**src/rim_pkg.sv**
```systemverilog
package rim_pkg;

  // ----------------------------------------------------------------
  // Register offsets
  // ----------------------------------------------------------------
  localparam logic [7:0] RIM_OFS_IRQ_SEL = 8'h0D;
  localparam logic [7:0] RIM_OFS_FILL_TX = 8'h0E;
  localparam logic [7:0] RIM_OFS_SL_LIMIT = 8'h0F;

  // ----------------------------------------------------------------
  // Field positions, interrupt_config_group offset 0x0D
  // ----------------------------------------------------------------
  localparam int RIM_B_RX_IRQ0_HI = 7;
  localparam int RIM_B_RX_IRQ0_LO = 6;
  localparam int RIM_B_RX_IRQ1_HI = 5;
  localparam int RIM_B_RX_IRQ1_LO = 4;
  localparam int RIM_B_TX_IRQ1 = 3;
  localparam int RIM_B_FULL = 2;
  localparam int RIM_B_NOT_EMPTY = 1;
  localparam int RIM_B_OVERRUN = 0;

  // ----------------------------------------------------------------
  // Field positions, interrupt_config_group offset 0x0E
  // ----------------------------------------------------------------
  localparam int RIM_B_FILL_METHOD = 7;
  localparam int RIM_B_FILL = 6;
  localparam int RIM_B_TX_DONE = 5;
  localparam int RIM_B_TX_START = 4;
  localparam int RIM_B_SL_ENABLE = 3;
  localparam int RIM_B_SL_FLAG = 2;
  localparam int RIM_B_PLL_LOCKED = 1;
  localparam int RIM_B_LOCK_OUT_EN = 0;

  // ----------------------------------------------------------------
  // Reset values
  // ----------------------------------------------------------------
  localparam logic [1:0] RIM_RST_IRQ_SEL = 2'h0;
  localparam logic RIM_RST_TX_IRQ1 = 1'b0;
  localparam logic RIM_RST_FILL_METHOD = 1'b0;
  localparam logic RIM_RST_TX_START = 1'b0;
  localparam logic RIM_RST_SL_ENABLE = 1'b0;
  localparam logic RIM_RST_LOCK_OUT_EN = 1'b1;
  localparam logic [7:0] RIM_RST_SL_LIMIT = 8'h00;

  // ----------------------------------------------------------------
  // Data modes, FIFO capacity
  // ----------------------------------------------------------------
  localparam logic [1:0] RIM_MODE_CONT = 2'h0;
  localparam logic [1:0] RIM_MODE_BUF = 2'h1;
  localparam logic [6:0] RIM_CAP_STEP = 7'h10;

  typedef enum logic {RIM_ST_RX_STBY, RIM_ST_TX} rim_op_type;

  // Status coming from the modem and FIFO logic on the same clock
  typedef struct packed {
    logic [1:0] data_mode;
    rim_op_type op_state;
    logic sync_det;
    logic adrs_match;
    logic adrs_filt_en;
    logic payload_ready;
    logic crc_ok;
    logic write_byte;
    logic recovered_bit_clock;
    logic overrun_evt;
    logic tx_last_bit;
  } rim_core_type;

  // Derived FIFO levels
  typedef struct packed {
    logic full;
    logic not_empty;
    logic at_level;
  } rim_fifo_type;

  // Capacity for a size code: 16, 32, 48 or 64 bytes
  function automatic logic [6:0] rim_capacity(input logic [1:0] code);
    rim_capacity = 7'(({5'h00, code} + 7'h01) * RIM_CAP_STEP);
  endfunction : rim_capacity

endpackage : rim_pkg

```
**src/rim_fifo_level.sv**
```systemverilog
`timescale 1ns/1ps
`default_nettype none
module rim_fifo_level
  import rim_pkg::*;
#(
  parameter int COUNT_W = 7
) (
  input wire logic [COUNT_W-1:0] count_i,
  input wire logic [1:0] size_code_i,
  input wire logic [5:0] level_i,
  output rim_fifo_type lvl_o
);

  if (COUNT_W < 7) begin : g_width_check
    $error("rim_fifo_level: COUNT_W must hold a count of 64");
  end

  always_comb begin
    lvl_o.full = (count_i >= COUNT_W'(rim_capacity(size_code_i)));
    lvl_o.not_empty = (count_i != '0);
    lvl_o.at_level = (count_i >= COUNT_W'(level_i));
  end

endmodule : rim_fifo_level
`default_nettype wire

```
**src/rim_irq_mux.sv**
```systemverilog
`timescale 1ns/1ps
`default_nettype none
module rim_irq_mux
  import rim_pkg::*;
(
  input wire rim_core_type core_i,
  input wire rim_fifo_type lvl_i,
  input wire logic [1:0] rx_sel0_i,
  input wire logic [1:0] rx_sel1_i,
  input wire logic tx_sel1_i,
  input wire logic tx_start_sel_i,
  input wire logic sl_flag_i,
  input wire logic tx_done_i,
  output logic irq0_o,
  output logic irq1_o
);

  logic sync_or_adrs;
  logic packet;

  // Purely combinational so the pins follow any selector or mode change
  always_comb begin
    sync_or_adrs = core_i.adrs_filt_en ? core_i.adrs_match : core_i.sync_det;
    packet = core_i.data_mode[1];
    irq0_o = 1'b0;
    irq1_o = 1'b0;
    if (core_i.op_state == RIM_ST_TX) begin
      if (core_i.data_mode == RIM_MODE_CONT) begin
        irq1_o = core_i.recovered_bit_clock;
      end else begin
        irq1_o = tx_sel1_i ? tx_done_i : lvl_i.full;
        if (packet && !tx_start_sel_i) begin
          irq0_o = lvl_i.at_level;
        end else begin
          irq0_o = lvl_i.not_empty;
        end
      end
    end else if (core_i.data_mode == RIM_MODE_CONT) begin
      irq0_o = (rx_sel0_i == 2'h1) ? sl_flag_i : core_i.sync_det;
      irq1_o = core_i.recovered_bit_clock;
    end else begin
      // FIFO levels do not depend on receive activity, so they serve standby too
      unique case (rx_sel0_i)
        2'h0: irq0_o = packet & core_i.payload_ready;
        2'h1: irq0_o = core_i.write_byte;
        2'h2: irq0_o = lvl_i.not_empty;
        2'h3: irq0_o = packet ? sync_or_adrs : core_i.sync_det;
      endcase
      unique case (rx_sel1_i)
        2'h0: irq1_o = packet & core_i.crc_ok;
        2'h1: irq1_o = lvl_i.full;
        2'h2: irq1_o = sl_flag_i;
        2'h3: irq1_o = lvl_i.at_level;
      endcase
    end
  end

endmodule : rim_irq_mux
`default_nettype wire

```
**src/rim_top.sv**
```systemverilog
// Functional notes
// - Continuous receive: pin 0 shows sync, or signal-level event for code 01.
// - Buffered/packet receive: pin 0 selects none/payload, byte written, not-empty, sync (address match in packet with address filter).
// - Receive pin 1: bit clock in continuous, else none/CRC, full, level, threshold.
// - FIFO level sources stay selectable in standby as well as receive.
// - Transmit pin 1: bit clock in continuous, else full or transmit done.
// - Read-only full bit high when FIFO holds its configured capacity.
// - Read-only not-empty bit, low only when FIFO holds nothing.
// - Overrun sets sticky flag; writing one clears flag and FIFO.
// - Buffered fill method: automatic on sync, or manual by fill bit.
// - Automatic fill bit high while loading; write one rearms unless overrun pending.
// - Manual fill: host writes fill bit to start or stop loading.
// - Transmit-done bit rises when last bit leaves the shift register.
// - Buffered transmit starts on full or not-empty; pin 0 shows not-empty.
// - Packet transmit starts at threshold or not-empty; pin 0 follows.
// - Enable bit, reset low, gates the signal-level event source.
// - Sticky signal-level flag set above limit; write one clears.
// - Synthesizer lock status bit, write one clears.
// - Lock output enable drives lock on pin, else pin released.
// - Eight-bit signal-level limit, reset zero, compared with measured level.
// - Measured level and limit share the half-decibel per step scale.
// - Full follows capacity code: 16, 32, 48 or 64 bytes.
//
// Decided for this implementation: the strobed register port.
`timescale 1ns/1ps
`default_nettype none
module rim_top
  import rim_pkg::*;
#(
  parameter int COUNT_W = 7
) (
  input wire logic core_clk_i,
  input wire logic rst_i,
  input wire logic ce_i,
  // Register port
  input wire logic [7:0] addr_i,
  input wire logic [7:0] wdata_i,
  input wire logic wr_i,
  input wire logic rd_i,
  output logic [7:0] rdata_o,
  // Modem and FIFO status
  input wire rim_core_type core_i,
  input wire logic [COUNT_W-1:0] fifo_count_i,
  input wire logic [1:0] fifo_size_i,
  input wire logic [5:0] buffer_level_setting_i,
  input wire logic [7:0] signal_level_i,
  input wire logic pll_lock_i,
  // Pins and controls
  output logic irq0_o,
  output logic irq1_o,
  output logic lock_pin_o,
  output logic lock_pin_oe_o,
  output logic fifo_clear_o,
  output logic fifo_load_en_o,
  output logic tx_start_o
);

  if (COUNT_W < 7) begin : g_width_check
    $error("rim_top: COUNT_W must hold a count of 64");
  end

  // ----------------------------------------------------------------
  // Declarations
  // ----------------------------------------------------------------
  logic [1:0] rx_sel0_reg;
  logic [1:0] rx_sel1_reg;
  logic tx_sel1_reg;
  logic overrun_reg;
  logic fill_method_reg;
  logic fill_reg;
  logic tx_done_reg;
  logic tx_start_sel_reg;
  logic sl_enable_reg;
  logic sl_flag_reg;
  logic pll_locked_reg;
  logic lock_out_en_reg;
  logic [7:0] sl_limit_reg;
  logic [1:0] lock_sync_reg;
  logic tx_start_reg;
  logic [7:0] rdata_next;
  logic wr_irq_sel;
  logic wr_fill_tx;
  logic wr_limit;
  logic clr_overrun;
  logic rearm_fill;
  logic buffered;
  logic tx_start_next;
  logic irq0_next;
  logic irq1_next;
  rim_fifo_type lvl;

  // ----------------------------------------------------------------
  // Sub-blocks
  // ----------------------------------------------------------------
  rim_fifo_level #(
    .COUNT_W(COUNT_W)
  ) u_level (
    .count_i(fifo_count_i),
    .size_code_i(fifo_size_i),
    .level_i(buffer_level_setting_i),
    .lvl_o(lvl)
  );

  rim_irq_mux u_mux (
    .core_i(core_i),
    .lvl_i(lvl),
    .rx_sel0_i(rx_sel0_reg),
    .rx_sel1_i(rx_sel1_reg),
    .tx_sel1_i(tx_sel1_reg),
    .tx_start_sel_i(tx_start_sel_reg),
    .sl_flag_i(sl_flag_reg),
    .tx_done_i(tx_done_reg),
    .irq0_o(irq0_next),
    .irq1_o(irq1_next)
  );

  // ----------------------------------------------------------------
  // Write decode
  // ----------------------------------------------------------------
  assign wr_irq_sel = ce_i & wr_i & (addr_i == RIM_OFS_IRQ_SEL);
  assign wr_fill_tx = ce_i & wr_i & (addr_i == RIM_OFS_FILL_TX);
  assign wr_limit = ce_i & wr_i & (addr_i == RIM_OFS_SL_LIMIT);
  assign clr_overrun = wr_irq_sel & wdata_i[RIM_B_OVERRUN];
  assign buffered = (core_i.data_mode == RIM_MODE_BUF);
  // A pending overrun blocks the rearm until it has been cleared
  assign rearm_fill = wr_fill_tx & wdata_i[RIM_B_FILL] & ~overrun_reg;

  // ----------------------------------------------------------------
  // Lock input synchroniser
  // ----------------------------------------------------------------
  always_ff @(posedge core_clk_i or posedge rst_i) begin
    if (rst_i) begin
      lock_sync_reg <= 2'h0;
    end else if (ce_i) begin
      lock_sync_reg <= {lock_sync_reg[0], pll_lock_i};
    end
  end

  // ----------------------------------------------------------------
  // Source selectors
  // ----------------------------------------------------------------
  always_ff @(posedge core_clk_i or posedge rst_i) begin
    if (rst_i) begin
      rx_sel0_reg <= RIM_RST_IRQ_SEL;
      rx_sel1_reg <= RIM_RST_IRQ_SEL;
      tx_sel1_reg <= RIM_RST_TX_IRQ1;
    end else if (wr_irq_sel) begin
      rx_sel0_reg <= wdata_i[RIM_B_RX_IRQ0_HI:RIM_B_RX_IRQ0_LO];
      rx_sel1_reg <= wdata_i[RIM_B_RX_IRQ1_HI:RIM_B_RX_IRQ1_LO];
      tx_sel1_reg <= wdata_i[RIM_B_TX_IRQ1];
    end
  end

  // ----------------------------------------------------------------
  // Overrun flag
  // ----------------------------------------------------------------
  always_ff @(posedge core_clk_i or posedge rst_i) begin
    if (rst_i) begin
      overrun_reg <= 1'b0;
    end else if (ce_i) begin
      // New overrun in the clearing cycle is kept
      if (core_i.overrun_evt) begin
        overrun_reg <= 1'b1;
      end else if (clr_overrun) begin
        overrun_reg <= 1'b0;
      end
    end
  end

  // FIFO flush pulse that goes with the overrun clear
  always_ff @(posedge core_clk_i or posedge rst_i) begin
    if (rst_i) begin
      fifo_clear_o <= 1'b0;
    end else if (ce_i) begin
      fifo_clear_o <= clr_overrun;
    end
  end

  // ----------------------------------------------------------------
  // Plain control bits of offset 0x0E
  // ----------------------------------------------------------------
  always_ff @(posedge core_clk_i or posedge rst_i) begin
    if (rst_i) begin
      fill_method_reg <= RIM_RST_FILL_METHOD;
      tx_start_sel_reg <= RIM_RST_TX_START;
      sl_enable_reg <= RIM_RST_SL_ENABLE;
      lock_out_en_reg <= RIM_RST_LOCK_OUT_EN;
    end else if (wr_fill_tx) begin
      fill_method_reg <= wdata_i[RIM_B_FILL_METHOD];
      tx_start_sel_reg <= wdata_i[RIM_B_TX_START];
      sl_enable_reg <= wdata_i[RIM_B_SL_ENABLE];
      lock_out_en_reg <= wdata_i[RIM_B_LOCK_OUT_EN];
    end
  end

  // ----------------------------------------------------------------
  // Fill status and control
  // ----------------------------------------------------------------
  always_ff @(posedge core_clk_i or posedge rst_i) begin
    if (rst_i) begin
      fill_reg <= 1'b0;
    end else if (ce_i) begin
      // A write that selects manual filling takes its fill bit at once
      if (wr_fill_tx ? wdata_i[RIM_B_FILL_METHOD] : fill_method_reg) begin
        // Manual: the bit is plain host control
        if (wr_fill_tx) begin
          fill_reg <= wdata_i[RIM_B_FILL];
        end
      end else if (buffered && core_i.sync_det) begin
        fill_reg <= 1'b1;
      end else if (rearm_fill) begin
        fill_reg <= 1'b0;
      end
    end
  end

  // Loading is gated only in buffered mode; other modes load freely
  always_ff @(posedge core_clk_i or posedge rst_i) begin
    if (rst_i) begin
      fifo_load_en_o <= 1'b0;
    end else if (ce_i) begin
      fifo_load_en_o <= buffered ? fill_reg : 1'b1;
    end
  end

  // ----------------------------------------------------------------
  // Transmit start and completion
  // ----------------------------------------------------------------
  always_comb begin
    tx_start_next = 1'b0;
    if (core_i.op_state == RIM_ST_TX) begin
      if (buffered) begin
        tx_start_next = tx_start_sel_reg ? lvl.not_empty : lvl.full;
      end else if (core_i.data_mode[1]) begin
        tx_start_next = tx_start_sel_reg ? lvl.not_empty : lvl.at_level;
      end
    end
  end

  always_ff @(posedge core_clk_i or posedge rst_i) begin
    if (rst_i) begin
      tx_start_reg <= 1'b0;
    end else if (ce_i) begin
      tx_start_reg <= tx_start_next;
    end
  end

  // Done stays until the next transmission starts
  always_ff @(posedge core_clk_i or posedge rst_i) begin
    if (rst_i) begin
      tx_done_reg <= 1'b0;
    end else if (ce_i) begin
      if (core_i.tx_last_bit) begin
        tx_done_reg <= 1'b1;
      end else if (tx_start_next && !tx_start_reg) begin
        tx_done_reg <= 1'b0;
      end
    end
  end

  // ----------------------------------------------------------------
  // Signal level event and limit
  // ----------------------------------------------------------------
  always_ff @(posedge core_clk_i or posedge rst_i) begin
    if (rst_i) begin
      sl_limit_reg <= RIM_RST_SL_LIMIT;
    end else if (wr_limit) begin
      sl_limit_reg <= wdata_i;
    end
  end

  // Both operands are on the same half-decibel scale, so no conversion
  always_ff @(posedge core_clk_i or posedge rst_i) begin
    if (rst_i) begin
      sl_flag_reg <= 1'b0;
    end else if (ce_i) begin
      if (sl_enable_reg && (signal_level_i > sl_limit_reg)) begin
        sl_flag_reg <= 1'b1;
      end else if (wr_fill_tx && wdata_i[RIM_B_SL_FLAG]) begin
        sl_flag_reg <= 1'b0;
      end
    end
  end

  // ----------------------------------------------------------------
  // Synthesizer lock
  // ----------------------------------------------------------------
  always_ff @(posedge core_clk_i or posedge rst_i) begin
    if (rst_i) begin
      pll_locked_reg <= 1'b0;
    end else if (ce_i) begin
      // While still locked a clear is overridden on the same edge
      if (lock_sync_reg[1]) begin
        pll_locked_reg <= 1'b1;
      end else if (wr_fill_tx && wdata_i[RIM_B_PLL_LOCKED]) begin
        pll_locked_reg <= 1'b0;
      end
    end
  end

  always_ff @(posedge core_clk_i or posedge rst_i) begin
    if (rst_i) begin
      lock_pin_o <= 1'b0;
      lock_pin_oe_o <= 1'b0;
    end else if (ce_i) begin
      lock_pin_o <= pll_locked_reg & lock_out_en_reg;
      lock_pin_oe_o <= lock_out_en_reg;
    end
  end

  // ----------------------------------------------------------------
  // Interrupt pins and transmit start output
  // ----------------------------------------------------------------
  always_ff @(posedge core_clk_i or posedge rst_i) begin
    if (rst_i) begin
      irq0_o <= 1'b0;
      irq1_o <= 1'b0;
      tx_start_o <= 1'b0;
    end else if (ce_i) begin
      irq0_o <= irq0_next;
      irq1_o <= irq1_next;
      tx_start_o <= tx_start_next;
    end
  end

  // ----------------------------------------------------------------
  // Read path
  // ----------------------------------------------------------------
  always_comb begin
    rdata_next = 8'h00;
    unique case (addr_i)
      RIM_OFS_IRQ_SEL: begin
        rdata_next[RIM_B_RX_IRQ0_HI:RIM_B_RX_IRQ0_LO] = rx_sel0_reg;
        rdata_next[RIM_B_RX_IRQ1_HI:RIM_B_RX_IRQ1_LO] = rx_sel1_reg;
        rdata_next[RIM_B_TX_IRQ1] = tx_sel1_reg;
        rdata_next[RIM_B_FULL] = lvl.full;
        rdata_next[RIM_B_NOT_EMPTY] = lvl.not_empty;
        rdata_next[RIM_B_OVERRUN] = overrun_reg;
      end
      RIM_OFS_FILL_TX: begin
        rdata_next[RIM_B_FILL_METHOD] = fill_method_reg;
        rdata_next[RIM_B_FILL] = fill_reg;
        rdata_next[RIM_B_TX_DONE] = tx_done_reg;
        rdata_next[RIM_B_TX_START] = tx_start_sel_reg;
        rdata_next[RIM_B_SL_ENABLE] = sl_enable_reg;
        rdata_next[RIM_B_SL_FLAG] = sl_flag_reg;
        rdata_next[RIM_B_PLL_LOCKED] = pll_locked_reg;
        rdata_next[RIM_B_LOCK_OUT_EN] = lock_out_en_reg;
      end
      RIM_OFS_SL_LIMIT: rdata_next = sl_limit_reg;
      default: rdata_next = 8'h00;
    endcase
  end

  // Data held otherwise at zero so it stands only in the cycle after a read
  always_ff @(posedge core_clk_i or posedge rst_i) begin
    if (rst_i) begin
      rdata_o <= 8'h00;
    end else if (ce_i) begin
      rdata_o <= rd_i ? rdata_next : 8'h00;
    end
  end

endmodule : rim_top
`default_nettype wire

```
**config.mk**
```make
export PLATFORM = sky130hd
export DESIGN_NAME = rim_top
export DESIGN_NICKNAME = d
export VERILOG_FILES = /design/src/rim_pkg.sv /design/src/rim_fifo_level.sv /design/src/rim_irq_mux.sv /design/src/rim_top.sv
export SDC_FILE = /design/constraint.sdc
export NUM_CORES = 1
export LEC_CHECK = 0
export BUFFER_PORTS_ARGS = -buffer_cell sky130_fd_sc_hd__buf_2
export CAP_MARGIN = 5
export CELL_PAD_IN_SITES_DETAIL_PLACEMENT = 0
export CELL_PAD_IN_SITES_GLOBAL_PLACEMENT = 1
export CORE_ASPECT_RATIO = 0.9
export CORE_UTILIZATION = 42
export CTS_CLUSTER_DIAMETER = 60
export DETAILED_ROUTE_END_ITERATION = 10
export PLACE_DENSITY = 0.93
export SKIP_LAST_GASP = 1
export SLEW_MARGIN = 20
export SYNTH_ARGS = -nofsm -noshare
export SYNTH_HDL_FRONTEND = slang
export SYNTH_SLANG_ARGS = --single-unit
```
**constraint.sdc**
```tcl
create_clock -name core_clk_i -period 3.7 [get_ports core_clk_i]
set_input_delay 0.555 -clock core_clk_i [delete_from_list [all_inputs] [get_ports core_clk_i]]
set_output_delay 0.555 -clock core_clk_i [all_outputs]
set_load 0.02 [all_outputs]
```
==> metrics.md <==
| Metric | Value |
|---|---|
| Starting Density | 45.1% |
| DRC | 0 |
| Critical Path Start Type | input port |
| Crit path time final | 2.20 ns |
| Initial antenna violation count | 0 |
| Gpl congestion | 0.791 |
| DR WL/cell | 15.0 um |
| Total CTS buffers | 5 |
| Area after DPL | 2840 sq um |
| #FFs+latches synth | 39 |
| Remaining antenna violation count | 0 |
| Layout cells sized above 1 | 31.9% |
| CP arrival | 2.35 ns |
| Synth top area share | 39.0% |
| Row count | 25 |
| Clock buffer depth | 2 |
| Clock H-tree levels | 2 |
| Most frequent cells in the layout | buf_2, dfrtp_1, inv_1 |
| VDD IR max | 0.000176 V |
| Cts repair resizes | 0 |
| Sequential share of the synthesized area | 40.1% |
| Reg2Reg Launch Point | sl_limit_reg[4] |
| Crit Path Max Fanout | 3 |
| GRT overflow | 0 |
| R2R cell count | 7 |
| Vias in the first global route | 1892 |
| IO Count | 72 |
| Slew Viols, Final | 0 |
| Final net count | 391 |
| # diodes | 0 |
| DRT Pass-1 Iters | 4 |
| Post-synth ARST share | 100% |
| Post-route design area | 2950 sq um |
| Utilization after layout | 54.6% |
| Area growth syn-to-layout | 21.1% |
| Worst Skew | 0.00809 ns |
| Final std cells w/o fill | 384 |
| First-pass GRT wire length | 9250 um |
| HPWL after detailed placement | 4440 um |
| Synthesized area per cell | 9.91 sq um |
| Clk slew on worst S/H paths | 0.08 ns |
| Root Buffer | clkbuf_8 |
| CP required | 3.85 ns |
| Final hold violations | 0 |
| Largest net degree at the start of global routing | 40 |
| Die X-Extent | 82.3 um |
| Setup tns final | 0 ns |
| Clock sink count | 39 |
| Via count of the routed design | 2093 |
| Vias/cell | 5.45 |
| Critical path class | in2reg |
| Yosys warns | 0 |
| RSZ-0062 raised after global routing | false |
| CP max stage cell | a311o_2 |
| Syn Inst Count | 246 |
| DRT iter0 DRCs | 151 |
| Main area contributors after synthesis | dfrtp_1, ha_1, mux2_1, inv_1, mux2_2 |
| Clk_lat worst skew | 0.30 ns |
| Critical R2R Capture | sl_flag_reg |
| Fin crit share | 59.5% |
| Status | finished clean |
| Highest Clock Rate | 0.454 GHz |
| MaxCap Viol Count | 0 |
| CORE AREA | 5410 sq um |
| Max_slew headroom | 57.4% |
| Post-Syn Nets | 321 |
| Placed cells | 376 |
| CTS tree | yes |
| Lkg Pwr | 1.50 nW |
| Netlist Area Pre-Place | 2440 sq um |
| Cell area power density | 329 nW/um^2 |
| Tightest Hold Check Type | in2async |
| Post-CTS setup buffers | 0 |
| Number of synthesized flops with an enable pin | 0 |
| Vert. Die Dim | 74.3 um |
| Hold-fix buffers, CTS | 0 |
| Cells along the critical path | buf_2 > ha_1 > inv_1 > ha_1 > nor2b_1 > a311o_2 > a21oi_1 > o21ai_0 > a22oi_1 > o22ai_1 |
| Dominant synthesized flop cell | dfrtp_1 |
| Worst reg2reg setup slack | 1.98 ns |
| Commonest non-fill, non-tap cell in the layout | buf_2 |
| Critical path capture point type | flop |
| Netlist cell types | 47 |
| Number of port buffers | 71 |
| Slowest Stage Delay on Critical Path | 0.35 ns |
| Post-synth top area cell | dfrtp_1 |
| Fillers | 509 |
| Tot GR Track Use | 20.3% |
| Most numerous cell on the critical path | ha_1 |
| Detailed Route WL | 5750 um |
| Final setup violation count | 0 |
| Die area | 6120 sq um |
| Worst-Margin Slew | 0.636 ns |
[worst max-delay path by stage]
stage / from / to / slack, ns / cells after the start
final: fifo_size_i[0] / rdata_o[2] / 1.50 / 10
after floorplan: fifo_size_i[0] / rdata_o[2] / 1.47 / 9
after global placement: fifo_size_i[0] / rdata_o[2] / 1.27 / 10
after CTS: fifo_size_i[0] / rdata_o[2] / 1.51 / 10
after global routing: fifo_size_i[0] / rdata_o[2] / 1.33 / 10
after detailed placement: fifo_size_i[0] / rdata_o[2] / 1.20 / 10
[Yosys cell counts (3+ instances only)]
master / number
a211oi_1: 5
a21oi_1: 10
a22o_1: 3
a22oi_1: 8
and3_1: 5
clkbuf_1: 6
dfrtp_1: 38
ha_1: 18
inv_1: 34
mux2_1: 15
mux2_2: 11
nand2_1: 15
nand3_1: 5
nand4_1: 3
nor2_1: 5
nor2b_1: 4
o21ai_0: 14
o22ai_1: 8
[where the power goes]
part / switching (W) / leakage (nW) / internal (W)
Combinational: 0.0000862 / 0.936 / 0.0000711
Clock: 0.000156 / 0.0581 / 0.000201
Sequential: 0.0000156 / 0.506 / 0.000443
Total: 0.000258 / 1.50 / 0.000715
[critical path: cells and delay by family]
kind	cells	cell delay, ns
buffers and inverters	2	0.16
AND/OR/NAND/NOR	1	0.13
AO/OA/AOI/OAI	5	0.97
adder cells (fa/ha/maj)	2	0.55
[metrics by stage]
stage | hold slack (ns) | power, W | setup slack, ns
global placement | 0.481 | 0.000619 | 1.27
global route | 0.420 | 0.00102 | 1.33
finish | 0.351 | 0.000972 | 1.50
floorplan | 0.466 | 0.000557 | 1.47
detailed placement | 0.486 | 0.000625 | 1.20
CTS | 0.372 | 0.000981 | 1.51
[area by class of cell]
class                      count  area (sq um)  share of cell area, %
multi-input combinational    162          1280                   43.2
sequential                    39           977                   33.1
timing repair buffer          73           370                   12.5
inverter                      35           134                   4.53
tap                           67          83.8                   2.84
clock buffer                   5          68.8                   2.33
clock inverter                 3          43.8                   1.48
[kinds of logic (layout without fill, tap and decap cells)]
group	count (synthesis)	in the layout	share of synthesized area, %
AOI/OAI and AO/OA	63	63	17.0
and+or+nand+nor	53	53	13.2
buffers and inverters	45	116	7.59
DFF	39	39	40.1
muxes	28	28	12.8
adders and majority gates	18	18	9.24
[layer usage]
metal | vias up | GRT usage, % | part of all wire (%)
met2 | 71 | 30.4 | 45
met1 | 987 | 29.5 | 48
met4 | 0 | 6.43 | 0.83
met3 | 5 | 3.68 | 5.8
met5 | - | 0 | 0
li1 | 1030 | - | -
(Power assumes the default switching activity.)
